$ cat config.mk
export PLATFORM = sky130hd
export DESIGN_NAME = tefs_top
export DESIGN_NICKNAME = d
export VERILOG_FILES = /design/src/rtl/tefs_pkg.sv /design/src/rtl/tefs_ref_monitor.sv /design/src/rtl/tefs_top.sv
export SDC_FILE = /design/constraint.sdc
export NUM_CORES = 1
export LEC_CHECK = 0
export BUFFER_PORTS_ARGS = -buffer_cell sky130_fd_sc_hd__buf_2
export CAP_MARGIN = 0
export CORE_ASPECT_RATIO = 0.75
export CORE_MARGIN = 2
export CORE_UTILIZATION = 53
export DETAILED_ROUTE_END_ITERATION = 16
export GPL_TIMING_DRIVEN = 0
export PLACE_DENSITY = 0.83
export SLEW_MARGIN = 5
export SYNTH_ARGS = -nofsm -noshare
export SYNTH_HDL_FRONTEND = slang
export SYNTH_SLANG_ARGS = --single-unit
$ cat constraint.sdc
create_clock -name CLK -period 3.4 [get_ports CLK]
set_input_delay 0.68 -clock CLK [delete_from_list [all_inputs] [get_ports CLK]]
set_output_delay 0.68 -clock CLK [all_outputs]
set_load 0.02 [all_outputs]
$ cat src/rtl/tefs_pkg.sv
// constants for the timing event flag status block
// assumes one system clock; offsets are byte addresses of the serial register port
package tefs_pkg;
    localparam logic [7:0] TEFS_OFS_EVT_MID   = 8'h06;
    localparam logic [7:0] TEFS_OFS_FREQ_TOP  = 8'h07;
    localparam logic [7:0] TEFS_OFS_EVT_UPPER = 8'h08;

    localparam logic [7:0] TEFS_RST_EVT_MID   = 8'h7f;
    localparam logic [7:0] TEFS_RST_FREQ_TOP  = 8'h00;
    localparam logic [7:0] TEFS_RST_EVT_UPPER = 8'h50;

    // field positions
    localparam int TEFS_BIT_MODE_CHG  = 7;
    localparam int TEFS_BIT_REF_FAIL  = 6;
    localparam int TEFS_BIT_IN4_CHG   = 0;
    localparam int TEFS_BIT_AUX_LOCK  = 6;
    localparam int TEFS_FREQ_HI       = 18;
    localparam int TEFS_FREQ_LO       = 16;

    // operating mode codes of the main loop
    localparam logic [2:0] TEFS_MODE_FREE_RUN = 3'h1;
    localparam logic [2:0] TEFS_MODE_HOLDOVER = 3'h5;

    // reference failure: missing input cycles before the event
    localparam int TEFS_MISS_CYCLES     = 2;
    localparam int TEFS_REF_PERIOD_CLKS = 8;
endpackage

$ cat src/rtl/tefs_ref_monitor.sv
// missing-cycle detector for the main loop's selected reference
// assumes the reference sample is synchronous to CLK and slower than CLK/2
module tefs_ref_monitor
    import tefs_pkg::*;
#(
    parameter int PERIOD_CLKS = TEFS_REF_PERIOD_CLKS,
    parameter int MISS        = TEFS_MISS_CYCLES
) (
    input  wire logic CLK,
    input  wire logic RST_B,
    input  wire logic en,
    input  wire logic ref_sample,
    output logic      fail
);
    localparam int          LIMIT = (MISS + 1) * PERIOD_CLKS;
    localparam logic [15:0] LIM16 = 16'(LIMIT);

    logic [15:0] cnt;
    logic [15:0] next_cnt;
    logic        ref_q;
    logic        next_fail;
    logic        edge_seen;

    always_comb begin
        edge_seen = ref_sample & ~ref_q;
        next_cnt  = cnt;
        if (!en || edge_seen) begin
            next_cnt = 16'h0000;
        end else if (cnt != LIM16) begin
            next_cnt = cnt + 16'h0001;
        end
        // one pulse only: the counter parks at the limit until an edge returns or en drops
        next_fail = en & ~edge_seen & (cnt == LIM16 - 16'h0001);
    end

    always_ff @(posedge CLK) begin
        if (!RST_B) begin
            cnt   <= 16'h0000;
            ref_q <= 1'b0;
            fail  <= 1'b0;
        end else begin
            cnt   <= next_cnt;
            ref_q <= ref_sample;
            fail  <= next_fail;
        end
    end
endmodule

$ cat src/rtl/tefs_top.sv
// timing event flag status: middle and upper sticky event bytes, frequency readback
// assumes register accesses are single-cycle strobes from the serial port decoder
//
// Summary of operation
// - set middle event bit 7 on each main loop mode change; sticky
// - flags clear only by writing one to their bit; zero leaves them
// - set middle event bit 6 after two missing reference input cycles, except in free-run or holdover
// - set middle event bit 0 on any valid/invalid change of input clock four
// - middle byte is event bits 15:8, bits 5:1 unused, reset 0111 1111
// - frequency readback is read-only, bits 2:0 give word bits 18:16, resets zero
module tefs_top
    import tefs_pkg::*;
#(
    parameter int REF_PERIOD_CLKS = TEFS_REF_PERIOD_CLKS
) (
    input  wire logic        CLK,
    input  wire logic        RST_B,
    input  wire logic [7:0]  REG_ADDR,
    input  wire logic        REG_WR,
    input  wire logic [7:0]  REG_WDATA,
    input  wire logic        REG_RD,
    output logic      [7:0]  REG_RDATA,
    input  wire logic [2:0]  LOOP_MODE,
    input  wire logic        REF_SAMPLE,
    input  wire logic        INPUT_CLOCK_FOUR_VALID,
    input  wire logic [18:0] LOOP_FREQ,
    input  wire logic        AUX_LOOP_LOCK
);
    ////////////////////////////////////////////////////////////////////////////////
    logic       primed;
    logic [2:0] mode_q;
    logic       in4_q;
    logic       aux_q;
    logic       mode_flag;
    logic       ref_flag;
    logic       in4_flag;
    logic       aux_flag;
    logic       ref_fail;
    logic       tracking;
    logic       wr_mid;
    logic       wr_up;
    logic       mode_evt;
    logic       ref_evt;
    logic       in4_evt;
    logic       aux_evt;
    logic       next_mode_flag;
    logic       next_ref_flag;
    logic       next_in4_flag;
    logic       next_aux_flag;
    logic [7:0] mid_view;
    logic [7:0] up_view;
    logic [7:0] next_rdata;

    // no reference is tracked in free-run or holdover
    assign tracking = (LOOP_MODE != TEFS_MODE_FREE_RUN)
                    && (LOOP_MODE != TEFS_MODE_HOLDOVER);

    tefs_ref_monitor #(
        .PERIOD_CLKS (REF_PERIOD_CLKS),
        .MISS        (TEFS_MISS_CYCLES)
    ) u_ref_mon (
        .CLK        (CLK),
        .RST_B      (RST_B),
        .en         (tracking),
        .ref_sample (REF_SAMPLE),
        .fail       (ref_fail)
    );

    ////////////////////////////////////////////////////////////////////////////////
    // event detection and sticky flags; a set in the clearing cycle wins
    always_comb begin
        wr_mid   = REG_WR && (REG_ADDR == TEFS_OFS_EVT_MID);
        wr_up    = REG_WR && (REG_ADDR == TEFS_OFS_EVT_UPPER);
        // the first cycle after reset has no valid history, so no events
        mode_evt = primed && (LOOP_MODE != mode_q);
        ref_evt  = ref_fail && tracking;
        in4_evt  = primed && (INPUT_CLOCK_FOUR_VALID != in4_q);
        aux_evt  = primed && (AUX_LOOP_LOCK != aux_q);
        next_mode_flag = mode_evt
                       | (mode_flag & ~(wr_mid & REG_WDATA[TEFS_BIT_MODE_CHG]));
        next_ref_flag  = ref_evt
                       | (ref_flag & ~(wr_mid & REG_WDATA[TEFS_BIT_REF_FAIL]));
        next_in4_flag  = in4_evt
                       | (in4_flag & ~(wr_mid & REG_WDATA[TEFS_BIT_IN4_CHG]));
        next_aux_flag  = aux_evt
                       | (aux_flag & ~(wr_up & REG_WDATA[TEFS_BIT_AUX_LOCK]));
    end

    always_ff @(posedge CLK) begin
        if (!RST_B) begin
            primed    <= 1'b0;
            mode_q    <= 3'h0;
            in4_q     <= 1'b0;
            aux_q     <= 1'b0;
            mode_flag <= TEFS_RST_EVT_MID[TEFS_BIT_MODE_CHG];
            ref_flag  <= TEFS_RST_EVT_MID[TEFS_BIT_REF_FAIL];
            in4_flag  <= TEFS_RST_EVT_MID[TEFS_BIT_IN4_CHG];
            aux_flag  <= TEFS_RST_EVT_UPPER[TEFS_BIT_AUX_LOCK];
        end else begin
            primed    <= 1'b1;
            mode_q    <= LOOP_MODE;
            in4_q     <= INPUT_CLOCK_FOUR_VALID;
            aux_q     <= AUX_LOOP_LOCK;
            mode_flag <= next_mode_flag;
            ref_flag  <= next_ref_flag;
            in4_flag  <= next_in4_flag;
            aux_flag  <= next_aux_flag;
        end
    end

    ////////////////////////////////////////////////////////////////////////////////
    // read path; unused bits read back their reset value, writes to 0x07 are dropped
    always_comb begin
        mid_view = TEFS_RST_EVT_MID;
        mid_view[TEFS_BIT_MODE_CHG] = mode_flag;
        mid_view[TEFS_BIT_REF_FAIL] = ref_flag;
        mid_view[TEFS_BIT_IN4_CHG]  = in4_flag;
        up_view = TEFS_RST_EVT_UPPER;
        up_view[TEFS_BIT_AUX_LOCK] = aux_flag;
        next_rdata = REG_RDATA;
        if (REG_RD) begin
            case (REG_ADDR)
                TEFS_OFS_EVT_MID:   next_rdata = mid_view;
                TEFS_OFS_FREQ_TOP:  next_rdata = {5'h00,
                                        LOOP_FREQ[TEFS_FREQ_HI:TEFS_FREQ_LO]};
                TEFS_OFS_EVT_UPPER: next_rdata = up_view;
                default:            next_rdata = 8'h00;
            endcase
        end
    end

    always_ff @(posedge CLK) begin
        if (!RST_B) begin
            REG_RDATA <= TEFS_RST_FREQ_TOP;
        end else begin
            REG_RDATA <= next_rdata;
        end
    end
endmodule

==> results of run 1 <==
[worst max-delay path, delay by kind of cell]
family | cells | cell delay [ns]
AOI/OAI and AO/OA | 1 | 0.38
buffers and inverters | 1 | 0.11
and+or+nand+nor | 2 | 0.75
[logic make-up (layout without fill, tap and decap cells)]
| logic type | count (synthesis) | after routing | synth area share (%) |
|---|---|---|---|
| AOI/OAI and AO/OA | 32 | 32 | 12.2 |
| xor gates and xnor gates | 7 | 7 | 3.76 |
| adders and majority gates | 2 | 2 | 1.53 |
| buffers and inverters | 18 | 56 | 4.37 |
| DFF | 35 | 35 | 43.0 |
| muxes | 7 | 7 | 4.30 |
| and+or+nand+nor | 81 | 81 | 30.9 |
[power by group]
part	internal, mW	switching (mW)	total [mW]
sequential	0.417	0.00406	0.421
clock	0.185	0.144	0.328
combinational	0.0250	0.0340	0.0589
total	0.627	0.182	0.808
[Yosys cell counts]
master                      count  area share [%]
sky130_fd_sc_hd__clkbuf_1       9             2.1
sky130_fd_sc_hd__inv_1          8             1.8
sky130_fd_sc_hd__a22oi_1        1            0.46
sky130_fd_sc_hd__nor4_2         1            0.77
sky130_fd_sc_hd__a221o_1        3             1.8
sky130_fd_sc_hd__o21ai_0        9             2.8
sky130_fd_sc_hd__nor2_1         4            0.92
sky130_fd_sc_hd__nand4_1       17             6.5
sky130_fd_sc_hd__nand3b_1       2            0.92
sky130_fd_sc_hd__and3b_1        2             1.1
sky130_fd_sc_hd__o41ai_1        1            0.54
sky130_fd_sc_hd__or3b_2         1            0.54
sky130_fd_sc_hd__dfxtp_1       35              43
sky130_fd_sc_hd__nand2_1       10             2.3
sky130_fd_sc_hd__buf_4          1            0.46
sky130_fd_sc_hd__or3_1          3             1.2
sky130_fd_sc_hd__nor3b_1        1            0.46
sky130_fd_sc_hd__nand2b_1       6             2.3
sky130_fd_sc_hd__nand3_1        6             1.8
sky130_fd_sc_hd__nor4b_1        1            0.54
sky130_fd_sc_hd__o2111ai_1      1            0.54
sky130_fd_sc_hd__a21oi_1       11             3.4
sky130_fd_sc_hd__nand4b_1       4             2.1
sky130_fd_sc_hd__xor2_1         7             3.8
sky130_fd_sc_hd__o31ai_1        5             2.3
sky130_fd_sc_hd__nor3_1         1            0.31
sky130_fd_sc_hd__ha_1           2             1.5
sky130_fd_sc_hd__and4_1         1            0.54
sky130_fd_sc_hd__mux2i_1        7             4.3
sky130_fd_sc_hd__or4_1          6             2.8
sky130_fd_sc_hd__o22ai_1        1            0.38
sky130_fd_sc_hd__and2_1         7             2.7
sky130_fd_sc_hd__nor2b_1        2            0.77
sky130_fd_sc_hd__nor4_1         6             2.3
[metrics by stage]
step | setup WS (ns) | instances
6_report | 1.65 | 258
3_5_place_dp | 1.39 | 250
2_1_floorplan | 1.54 | 182
4_1_cts | 1.66 | 258
5_1_grt | 1.56 | 258
3_3_place_gp | 1.40 | 250
[cell type report]
class	instances	area, sq um	area share [%]
multi-input combinational	129	858	44.5
clock buffer	8	100	5.19
tap	38	47.5	2.47
buffer	10	41.3	2.14
timing repair buffer	30	150	7.79
sequential	35	701	36.3
inverter	8	30.0	1.56
[per-layer routing]
| metal | track usage, % | part of all wire, % | vias to the layer above | wire, microns |
|---|---|---|---|---|
| met5 | 0 | 0 | - | 0 |
| met4 | 13.0 | 2.0 | 0 | 69 |
| met3 | 6.28 | 5.8 | 7 | 198 |
| met2 | 32.4 | 43 | 33 | 1470 |
| met1 | 27.9 | 49 | 682 | 1680 |
| li1 | - | - | 751 | - |
[path summary, 6_finish.rpt]
path / endpoint / cells after the start
setup reg to reg: u_ref_mon.cnt[13] / 4
hold / removal: REG_RDATA[1] / 2
setup / recovery: in4_flag / 4
hold reg to reg: REG_RDATA[1] / 2
==> implementation parameters, run 1 <==
Parameter                              Value

Worst setup path
  Required time at the worst-slack endpoint ... ~3.6 ns
  Worst setup path startpoint ... REG_ADDR[5]
  Beginning of the worst register-to-register path ... u_ref_mon.cnt[3]
  Kind of launch point of the worst setup path ... primary input
  Delay contributed by the slowest stage of the critical path ... ~0.53 ns
  Maximum fanout encountered on the critical timing path ... 6
  Crit path capture type ... flip-flop
  Data arrival time of the worst path ... ~1.9 ns
  Highest-delay cell along the critical path ... sky130_fd_sc_hd__nor4_2
  Critical path class ... primary input to flip-flop
  Cell chain of the critical path ... buf_2 -> nor4_2 -> nand4_1 -> a221o_1
  Setup slack, reg-to-reg ... between 1.5 and 2 ns

Floorplan
  Num rows ... 17
  Starting density of the core ... between 50% and 60%
  Die Span Y ... 52.0 microns
  Core region area ... ~0.0029 sq mm
  Die area ... approximately 0.0035 sq mm
  Number of top-level design ports ... between 50 and 60
  Die boundary width ... 68.0 microns

Route
  First-pass detailed-route iteration total ... 4
  DRT Wirelength ... about 3400 microns
  Final ANT Viol Nets ... 0
  Total via count in the routed design ... roughly 1500
  Final routed DRC violation total ... 0
  DRC marker count from the first detailed-route iteration ... between 100 and 150
  Average wire per standard cell ... 13.2 microns
  Via-to-Cell Ratio ... around 5.7

Finish
  Largest registers in the final layout ... u_ref_mon.cnt x16, REG_RDATA x7, mode_q x3
  Area delta synth->final ... 18.3%
  Cell area after layout ... slightly below 0.002 sq mm
  Most frequent cells in the layout ... sky130_fd_sc_hd__dfxtp_1, sky130_fd_sc_hd__buf_2, sky130_fd_sc_hd__nand4_1
  Number of diodes added for antenna fixing ... 0
  Register bank with the most flops ... u_ref_mon.cnt
  Post-route core utilization ... 65.7%
  Layout cell share with drive strength beyond 1 ... between 10% and 20%
  Post-layout nets ... 266
  Filler cell count in the final layout ... between 200 and 250
  Most common cell after layout, fill and taps aside ... sky130_fd_sc_hd__dfxtp_1
  Number of flip-flops under the largest register name ... 16

GRT
  Overall global routing resource usage ... between 20 and 25%
  Number of global-route vias before repair ... ~1300
  Sum of overflow across all layers after global routing ... 0
  Initial antenna violation count ... 0
  First-pass GRT wire length ... 5690 microns
  Largest net degree at the start of global routing ... 11

Clock network
  Cell at the root of the clock tree ... sky130_fd_sc_hd__clkbuf_8
  CTS H-tree lvls ... 2
  Clock transition at the register clock pins on the worst setup and hold paths after CTS ... 0.07 ns
  Number of sinks handled by clock tree synthesis ... 35
  Cts-stage hold buffer count ... 0
  Worst skew pair latency ... between 0.2 and 0.3 ns
  Clock tree from TritonCTS ... done
  Number of gates resized after CTS ... 0
  Maximum root-to-sink buffer count ... 2
  Setup bufs post-CTS ... 0
  CTS buffer count ... 5

Placed design
  Placed wire-length estimate ... between 2000 and 2500 microns
  Port Buf Inserts ... 30
  RePlAce Congestion ... approximately 0.8
  Placed cell areas ... between 0.0015 and 0.002 sq mm

STA
  RSZ-0062 raised after global routing ... no
  Setup violation total in the final timing report ... 0
  Count of endpoints failing hold in the final timing report ... 0
  Final period demand of the worst path ... between 1.5 and 2 ns
  Setup TNS ... 0 ns
  Peak clock frequency supported by timing ... about 570 MHz
  Slew Limit Headroom ... a little over three fifths
  Pin slew with the least headroom to its limit ... between 0.5 and 0.6 ns
  Final number of max-transition violations ... 0
  Final period utilization ... 51.5%
  Worst hold slack ... 0.448 ns
  Skew final ... about 0.007 ns

Synth
  Average cell area after synthesis ... approximately 9.0 sq um
  Synthesized netlist cell count ... about 180
  Total nets after synthesis ... about 230
  Synth cell types ... 34
  Flop and latch count out of synthesis ... 35
  Cell area after synthesis ... 0.00163 sq mm
  Post-synthesis sequential area ratio ... a little over two fifths
  Synthesis Warnings ... 0

Power
  Max rail drop VDD ... ~290 uV
  Leakage power figure ... approximately 0.71 nW
  Final total power ... roughly 810 uW
  Power per cell area ... ~420 mW/mm^2

Hold path
  Origin of the worst min-delay path ... REG_RDATA[1]
  Hold/Removal Path Class ... flip-flop to flip-flop

Run status
  Result of the run ... finished, final reports clean

Job
  Max-capacitance violation count ... 0
No activity file was read; power rests on OpenSTA's default activity.
==> inputs of run 2 (changes only) <==
--- a/config.mk
+++ b/config.mk
@@ -5,14 +5,15 @@
 export SDC_FILE = /design/constraint.sdc
 export NUM_CORES = 1
 export LEC_CHECK = 0
+export ABC_AREA = 1
 export BUFFER_PORTS_ARGS = -buffer_cell sky130_fd_sc_hd__buf_2
 export CAP_MARGIN = 0
 export CORE_ASPECT_RATIO = 0.75
 export CORE_MARGIN = 2
-export CORE_UTILIZATION = 53
+export CORE_UTILIZATION = 50
 export DETAILED_ROUTE_END_ITERATION = 16
 export GPL_TIMING_DRIVEN = 0
-export PLACE_DENSITY = 0.83
+export PLACE_DENSITY = 0.79
 export SLEW_MARGIN = 5
 export SYNTH_ARGS = -nofsm -noshare
 export SYNTH_HDL_FRONTEND = slang
==> constraint.sdc (replaced) <==
create_clock -name CLK -period 1.7 [get_ports CLK]
set_input_delay 0.34 -clock CLK [delete_from_list [all_inputs] [get_ports CLK]]
set_output_delay 0.34 -clock CLK [all_outputs]
set_load 0.02 [all_outputs]
==> implementation parameters, run 2 <==
Parameter                              Value

GRT
  Largest net degree at the start of global routing ... 14 (was 11)
  Initial antenna violation count ... 0 (unchanged)
  Sum of overflow across all layers after global routing ... 0 (unchanged)
  Number of global-route vias before repair ... 1259 (was 1331)
  First-pass GRT wire length ... 5460 microns (was 5690 microns)
  Overall global routing resource usage ... 18.7% (was 21.8%)

Worst setup path
  CP endpoint ... u_ref_mon.cnt[14] (was in4_flag)
  Setup slack, reg-to-reg ... 0.38 ns (was 1.73 ns)
  Maximum fanout encountered on the critical timing path ... 4 (was 6)
  Number of cell instances on the worst register-to-register path ... 8 (was 4)
  CP Depth ... 8 (was 4)
  Cell chain of the critical path ... ha_1 -> nand2_1 -> inv_1 -> nand2_2 -> nor2_2 -> nand2_1 -> nor2_1 -> nor2_1 (was buf_2 -> nor4_2 -> nand4_1 -> a221o_1)
  Number of buffers and inverters on the critical path ... 1 (unchanged)
  Worst setup path startpoint ... u_ref_mon.cnt[0] (was REG_ADDR[5])
  Critical path class ... flip-flop to flip-flop (was primary input to flip-flop)
  Cell family contributing the most delay on the critical path ... simple AND/OR/NAND/NOR gates (unchanged)
  Highest-delay cell along the critical path ... sky130_fd_sc_hd__dfxtp_1 (was sky130_fd_sc_hd__nor4_2)
  Crit path capture type ... flip-flop (unchanged)
  Kind of launch point of the worst setup path ... flip-flop (was primary input)
  Beginning of the worst register-to-register path ... u_ref_mon.cnt[0] (was u_ref_mon.cnt[3])
  Required time at the worst-slack endpoint ... 1.89 ns (was 3.57 ns)
  Data arrival time of the worst path ... 1.51 ns (was 1.92 ns)
  End of the worst register-to-register path ... u_ref_mon.cnt[14] (was u_ref_mon.cnt[13])
  Delay contributed by the slowest stage of the critical path ... 0.38 ns (was 0.53 ns)

Route
  Total via count in the routed design ... 1515 (was 1473)
  Average wire per standard cell ... 10.4 microns (was 13.2 microns)
  Final ANT Viol Nets ... 0 (unchanged)
  DRC marker count from the first detailed-route iteration ... 98 (was 118)
  Via-to-Cell Ratio ... 4.82 (was 5.71)
  Final routed DRC violation total ... 0 (unchanged)
  First-pass detailed-route iteration total ... 4 (unchanged)
  DRT Wirelength ... 3250 microns (was 3420 microns)

Job
  Max-capacitance violation count ... 0 (unchanged)

STA
  Final period demand of the worst path ... around 1.3 ns
  Final period utilization ... 77.7%
  Skew final ... 0.00458 ns (was 0.00699 ns)
  Count of endpoints failing hold in the final timing report ... 0 (unchanged)
  RSZ-0062 raised after global routing ... no (unchanged)
  Setup violation total in the final timing report ... 0 (unchanged)
  Setup TNS ... 0 ns (unchanged)
  Pin slew with the least headroom to its limit ... 0.409 ns (was 0.550 ns)
  Final worst slack ... 0.379 ns (was 1.65 ns)
  Slew Limit Headroom ... 72.7% (was 63.0%)
  Peak clock frequency supported by timing ... ~760 MHz
  Final number of max-transition violations ... 0 (unchanged)

Finish
  Largest registers in the final layout ... u_ref_mon.cnt x16, REG_RDATA x7, mode_q x3 (unchanged)
  Most common cell after layout, fill and taps aside ... sky130_fd_sc_hd__nand2_1 (was sky130_fd_sc_hd__dfxtp_1)
  Final Non-Filler Cells ... 314 (was 258)
  Register bank with the most flops ... u_ref_mon.cnt (unchanged)
  Most frequent cells in the layout ... sky130_fd_sc_hd__nand2_1, sky130_fd_sc_hd__inv_1, sky130_fd_sc_hd__dfxtp_1 (was sky130_fd_sc_hd__dfxtp_1, sky130_fd_sc_hd__buf_2, sky130_fd_sc_hd__nand4_1)
  Number of flip-flops under the largest register name ... 16 (unchanged)
  Number of diodes added for antenna fixing ... 0 (unchanged)
  Layout cell share with drive strength beyond 1 ... 17.0% (was 18.2%)
  Area delta synth->final ... 19.1% (was 18.3%)
  Post-layout nets ... 322 (was 266)

Synth
  Synthesis Warnings ... 0 (unchanged)
  Top-area cell type share of the netlist area ... 42.7% (was 43.0%)
  Primary FF master, synth ... sky130_fd_sc_hd__dfxtp_1 (unchanged)
  Dominant cell type by area after synthesis ... sky130_fd_sc_hd__dfxtp_1 (unchanged)
  Cell area after synthesis ... 0.00164 sq mm (was 0.00163 sq mm)
  Synth cell types ... 20 (was 34)
  Total nets after synthesis ... 285 (was 229)
  Average cell area after synthesis ... 6.90 sq um (was 8.96 sq um)
  Synthesized netlist cell count ... 238 (was 182)
  Ys async rst share ... 0% (unchanged)
  Flop and latch count out of synthesis ... 35 (unchanged)
  Synth area leaders ... sky130_fd_sc_hd__dfxtp_1, sky130_fd_sc_hd__nand2_1, sky130_fd_sc_hd__inv_1, sky130_fd_sc_hd__nand3_1, sky130_fd_sc_hd__nor2_1 (was sky130_fd_sc_hd__dfxtp_1, sky130_fd_sc_hd__nand4_1, sky130_fd_sc_hd__mux2i_1, sky130_fd_sc_hd__xor2_1, sky130_fd_sc_hd__a21oi_1)
  Number of synthesized flops with an enable pin ... 0 (unchanged)
  Post-synth top cells ... sky130_fd_sc_hd__nand2_1, sky130_fd_sc_hd__inv_1, sky130_fd_sc_hd__dfxtp_1, sky130_fd_sc_hd__nor2_1, sky130_fd_sc_hd__nand3_1 (was sky130_fd_sc_hd__dfxtp_1, sky130_fd_sc_hd__nand4_1, sky130_fd_sc_hd__a21oi_1, sky130_fd_sc_hd__nand2_1)
  Leading cell type by number of instances after synthesis ... sky130_fd_sc_hd__nand2_1 (was sky130_fd_sc_hd__dfxtp_1)
  Post-synthesis sequential area ratio ... 42.7% (was 43.0%)

Floorplan
  Die Span Y ... 53.6 microns (was 52.0 microns)
  Core region area ... 0.00304 sq mm (was 0.00294 sq mm)
  Die area ... 0.00376 sq mm (was 0.00354 sq mm)
  Number of top-level design ports ... 53 (unchanged)
  Starting density of the core ... 54.0% (was 55.5%)
  Die boundary width ... 70.2 microns (was 68.0 microns)
  Num rows ... 17 (unchanged)

Power
  Max rail drop VDD ... 610 uV (was 287 uV)
  Power per cell area ... 878 mW/mm^2 (was 419 mW/mm^2)
  Leakage power figure ... 0.916 nW (was 0.712 nW)
  Final total power ... 1.72 mW (was 808 uW)

Placed design
  Port Buf Inserts ... 30 (unchanged)
  RePlAce Congestion ... 0.808 (was 0.785)
  Dpl cells ... 306 (was 250)
  Post-placement worst setup slack ... 0.336 ns (was 1.39 ns)
  Placed wire-length estimate ... 2550 microns (was 2460 microns)

Clock network
  Clock tree from TritonCTS ... done (unchanged)
  CTS H-tree lvls ... 2 (unchanged)
  Maximum root-to-sink buffer count ... 2 (unchanged)
  CTS buffer count ... 5 (unchanged)
  Number of sinks handled by clock tree synthesis ... 35 (unchanged)
  Setup bufs post-CTS ... 0 (unchanged)
  Worst skew pair latency ... 0.29 ns (about the same)
  Cts-stage hold buffer count ... 0 (unchanged)
  Clock transition at the register clock pins on the worst setup and hold paths after CTS ... 0.08 ns (was 0.07 ns)
  Cell at the root of the clock tree ... sky130_fd_sc_hd__clkbuf_8 (unchanged)
  Number of gates resized after CTS ... 0 (unchanged)

Run status
  Result of the run ... finished, final reports clean (unchanged)

Hold path
  Hold/Removal Path Class ... primary input to flip-flop (was flip-flop to flip-flop)
  Origin of the worst min-delay path ... RST_B (was REG_RDATA[1])
  Min-Delay Path Depth ... 1 (was 2)
-- run 2: cell families (layout without fill, tap and decap cells) --
group | after synthesis | after routing | share of synthesized area (%)
DFF | 35 | 35 | 42.7
and+or+nand+nor | 130 | 130 | 35.0
xor gates and xnor gates | 7 | 7 | 3.73
AOI/OAI and AO/OA | 24 | 24 | 7.46
buffers and inverters | 40 | 78 | 9.60
adders and majority gates | 2 | 2 | 1.52
-- run 2: worst min path at each step --
| stage | endpoint |
|---|---|
| final | primed |
| after global routing | primed |
| after CTS | primed |
| after detailed placement | aux_flag |
| after global placement | aux_flag |
| after floorplan | primed |
-- run 2: cell type report --
class | count | area [sq um]
plain buffers | 4 | 22.5
clock buffers | 5 | 68.8
clock inverters | 3 | 47.5
fillers | 278 | 1080
inverters | 36 | 135
multi-input cells | 163 | 785
flip-flops and latches | 35 | 701
well taps | 38 | 47.5
repair buffers | 30 | 150
-- run 2: power breakdown --
group	internal, mW	total, mW	switching [mW]
Sequential	0.833	0.841	0.00786
Clock	0.444	0.769	0.325
Combinational	0.0458	0.108	0.0625
-- run 2: layer usage --
layer  vias up  share of wire (%)  global-route usage [%]
li1        823                  -                       -
met1       647                 52                    25.9
met2        37                 40                    28.4
met3         8                6.3                    5.06
met4         0                1.5                    7.05
met5         -                  0                       0
-- run 2: stage by stage --
step	hold WS [ns]	util, %	area [sq um]
4_1_cts	0.168	64.3	1960
3_3_place_gp	0.436	60.5	1840
5_1_grt	0.171	64.3	1960
2_1_floorplan	0.368	-	1640
3_5_place_dp	0.437	60.5	1840
6_report	0.173	64.3	1960
==> inputs of run 3 (changes only) <==
--- a/config.mk
+++ b/config.mk
@@ -10,10 +10,10 @@
 export CAP_MARGIN = 0
 export CORE_ASPECT_RATIO = 0.75
 export CORE_MARGIN = 2
-export CORE_UTILIZATION = 50
+export CORE_UTILIZATION = 45
 export DETAILED_ROUTE_END_ITERATION = 16
 export GPL_TIMING_DRIVEN = 0
-export PLACE_DENSITY = 0.79
+export PLACE_DENSITY = 0.75
 export SLEW_MARGIN = 5
 export SYNTH_ARGS = -nofsm -noshare
 export SYNTH_HDL_FRONTEND = slang
==> constraint.sdc (replaced) <==
create_clock -name CLK -period 1.05 [get_ports CLK]
set_input_delay 0.21 -clock CLK [delete_from_list [all_inputs] [get_ports CLK]]
set_output_delay 0.21 -clock CLK [all_outputs]
set_load 0.02 [all_outputs]
==> implementation parameters, run 3 (synthesis gave the netlist of run 2 again) <==
Parameter                              Value

STA
  Pin slew with the least headroom to its limit ... 0.451 ns (was 0.409 ns)
  Final worst slack ... -0.0976 ns (was 0.379 ns)
  Setup violation total in the final timing report ... 15 (was 0)
  Peak clock frequency supported by timing ... 871 MHz (was 757 MHz)
  RSZ-0062 raised after global routing ... yes (was no)
  Skew final ... 0.00234 ns (was 0.00458 ns)
  Final number of max-transition violations ... 0 (unchanged)
  Count of endpoints failing hold in the final timing report ... 0 (unchanged)
  Final period utilization ... 109% (was 77.7%)
  Slew Limit Headroom ... 70.0% (was 72.7%)
  Final period demand of the worst path ... 1.15 ns (was 1.32 ns)

Finish
  Most frequent cells in the layout ... sky130_fd_sc_hd__nand2_1, sky130_fd_sc_hd__inv_1, sky130_fd_sc_hd__buf_2 (was sky130_fd_sc_hd__nand2_1, sky130_fd_sc_hd__inv_1, sky130_fd_sc_hd__dfxtp_1)
  Filler cell count in the final layout ... 307 (was 278)
  Area delta synth->final ... 30.2% (was 19.1%)
  Post-layout nets ... 328 (was 322)
  Number of diodes added for antenna fixing ... 0 (unchanged)
  Final Non-Filler Cells ... 331 (was 314)
  Layout cell share with drive strength beyond 1 ... 31.0% (was 17.0%)
  Post-route core utilization ... 62.9% (was 64.3%)
  Register bank with the most flops ... u_ref_mon.cnt (unchanged)
  Number of flip-flops under the largest register name ... 16 (unchanged)
  Most common cell after layout, fill and taps aside ... sky130_fd_sc_hd__nand2_1 (unchanged)
  Largest registers in the final layout ... u_ref_mon.cnt x16, REG_RDATA x7, mode_q x3 (unchanged)

Worst setup path
  Highest-delay cell along the critical path ... sky130_fd_sc_hd__dfxtp_2 (was sky130_fd_sc_hd__dfxtp_1)
  Data arrival time of the worst path ... 1.33 ns (was 1.51 ns)
  Critical Path Most Common Cell ... sky130_fd_sc_hd__nor2_4
  Critical path class ... flip-flop to flip-flop (unchanged)
  Required time at the worst-slack endpoint ... 1.23 ns (was 1.89 ns)
  Beginning of the worst register-to-register path ... u_ref_mon.cnt[4] (was u_ref_mon.cnt[0])
  Delay contributed by the slowest stage of the critical path ... 0.35 ns (was 0.38 ns)
  Worst setup path startpoint ... u_ref_mon.cnt[4] (was u_ref_mon.cnt[0])
  Crit path capture type ... flip-flop (unchanged)
  Cell chain of the critical path ... nand2_4 -> nor2_4 -> nand2_2 -> nor2_4 -> nand4_1 -> nand2_1 -> nor2_1 (was ha_1 -> nand2_1 -> inv_1 -> nand2_2 -> nor2_2 -> nand2_1 -> nor2_1 -> nor2_1)
  Maximum fanout encountered on the critical timing path ... 8 (was 4)
  Kind of launch point of the worst setup path ... flip-flop (unchanged)

Clock network
  Number of sinks handled by clock tree synthesis ... 35 (unchanged)
  CTS H-tree lvls ... 2 (unchanged)
  Clock tree from TritonCTS ... done (unchanged)
  Cts-stage hold buffer count ... 0 (unchanged)
  Worst skew pair latency ... 0.28 ns (was 0.29 ns)
  CTS buffer count ... 5 (unchanged)
  Cell at the root of the clock tree ... sky130_fd_sc_hd__clkbuf_8 (unchanged)
  Clock transition at the register clock pins on the worst setup and hold paths after CTS ... 0.07 ns (was 0.08 ns)
  Maximum root-to-sink buffer count ... 2 (unchanged)

Run status
  Violated checks ... setup timing
  Result of the run ... finished, violations left (was finished, final reports clean)

GRT
  Initial antenna violation count ... 0 (unchanged)
  Sum of overflow across all layers after global routing ... 0 (unchanged)
  First-pass GRT wire length ... 6040 microns (was 5460 microns)
  Largest net degree at the start of global routing ... 11 (was 14)
  Overall global routing resource usage ... 18.7% (about the same)
  Number of global-route vias before repair ... 1426 (was 1259)

Floorplan
  Core region area ... 0.00340 sq mm (was 0.00304 sq mm)
  Die area ... 0.00416 sq mm (was 0.00376 sq mm)
  Number of top-level design ports ... 53 (unchanged)
  Die Span Y ... 56.3 microns (was 53.6 microns)
  Num rows ... 18 (was 17)
  Starting density of the core ... 48.3% (was 54.0%)
  Die boundary width ... 73.8 microns (was 70.2 microns)

Placed design
  Placed wire-length estimate ... 2720 microns (was 2550 microns)
  Dpl cells ... 318 (was 306)
  Port Buf Inserts ... 30 (unchanged)
  RePlAce Congestion ... 0.839 (was 0.808)

Route
  Via-to-Cell Ratio ... 4.89 (was 4.82)
  Total via count in the routed design ... 1617 (was 1515)
  Final routed DRC violation total ... 0 (unchanged)
  DRC marker count from the first detailed-route iteration ... 87 (was 98)
  First-pass detailed-route iteration total ... 4 (unchanged)
  Average wire per standard cell ... 11.0 microns (was 10.4 microns)
  DRT Wirelength ... 3650 microns (was 3250 microns)
  Final ANT Viol Nets ... 0 (unchanged)

Hold path
  Origin of the worst min-delay path ... RST_B (unchanged)
  Hold/Removal Path Class ... primary input to flip-flop (unchanged)

Power
  Internal ... 1.94 mW (was 1.32 mW)
  Power per cell area ... 1180 mW/mm^2 (was 878 mW/mm^2)
  Proportion of power drawn by combinational gates ... 7.7% (was 6.3%)
  Proportion of power drawn by flip-flops and latches ... 54.2% (was 48.9%)
  Fraction of power consumed by the clock network ... 38.1% (was 44.8%)
  Switching component of the power ... 574 uW (was 396 uW)
  Net Sw Frac ... 22.8% (was 23.0%)
  Leakage power figure ... 0.994 nW (was 0.916 nW)
  Max rail drop VDD ... 1030 uV (was 610 uV)

Job
  Max-capacitance violation count ... 0 (unchanged)
run 3: final cells by class:
cell class | instances | area, sq um | share of cell area, %
Buffer | 3 | 15.0 | 0.702
Tap cell | 50 | 62.6 | 2.92
Multi-Input combinational cell | 163 | 908 | 42.5
Inverter | 36 | 138 | 6.43
Clock inverter | 1 | 5.00 | 0.234
Clock buffer | 6 | 82.6 | 3.86
Timing Repair Buffer | 37 | 206 | 9.65
Sequential cell | 35 | 722 | 33.7
run 3: stage by stage:
| stage | instance area [sq um] | power (mW) | setup slack, ns | TNS [ns] | hold slack [ns] |
|---|---|---|---|---|---|
| 2_1_floorplan | 1680 | 1.49 | -0.0248 | -0.0306 | 0.238 |
| 3_3_place_gp | 1900 | 1.57 | -0.169 | -2.29 | 0.345 |
| 3_5_place_dp | 1900 | 1.57 | -0.199 | -2.94 | 0.348 |
| 4_1_cts | 2050 | 2.53 | -0.102 | -0.675 | 0.0540 |
| 5_1_grt | 2140 | 2.64 | -0.219 | -2.04 | 0.0593 |
| 6_report | 2140 | 2.52 | -0.0976 | -0.846 | 0.0589 |
run 3: path summary, 6_finish.rpt:
kind | end | slack, ns | depth (start not counted)
max | u_ref_mon.cnt[15] | -0.1 | 7
min | primed | 0.06 | 1
max reg2reg | u_ref_mon.cnt[15] | -0.1 | 7
min reg2reg | aux_flag | 0.46 | 2
run 3: repair_timing:
item / CTS / global route
pin swaps: 5 / 10
setup buffers: 4 / 2
setup endpoints to repair: 12 / 19
resized for setup: 19 / 21
cloned: 1 / 0
run 3: power by group through the flow:
stage / Combinational (mW) / Sequential [mW] / Clock [mW]
floorplan: 0.100 / 1.39 / 0
global placement: 0.174 / 1.39 / 0
detailed placement: 0.178 / 1.40 / 0
CTS: 0.182 / 1.36 / 0.989
global route: 0.223 / 1.37 / 1.05
finish: 0.195 / 1.36 / 0.958
run 3: critical path, delay by kind of cell, from the launching register on:
family / cells / cell delay [ns]
DFF: 1 / 0.35
and+or+nand+nor: 7 / 0.68
run 3: routing by layer:
| layer | wire length, microns | vias to the layer above | global-route usage (%) |
|---|---|---|---|
| met5 | 0 | - | 0 |
| met4 | 46 | 0 | 6.23 |
| met3 | 196 | 7 | 4.31 |
| met2 | 1560 | 40 | 28.1 |
| met1 | 1850 | 732 | 26.3 |
| li1 | - | 838 | - |
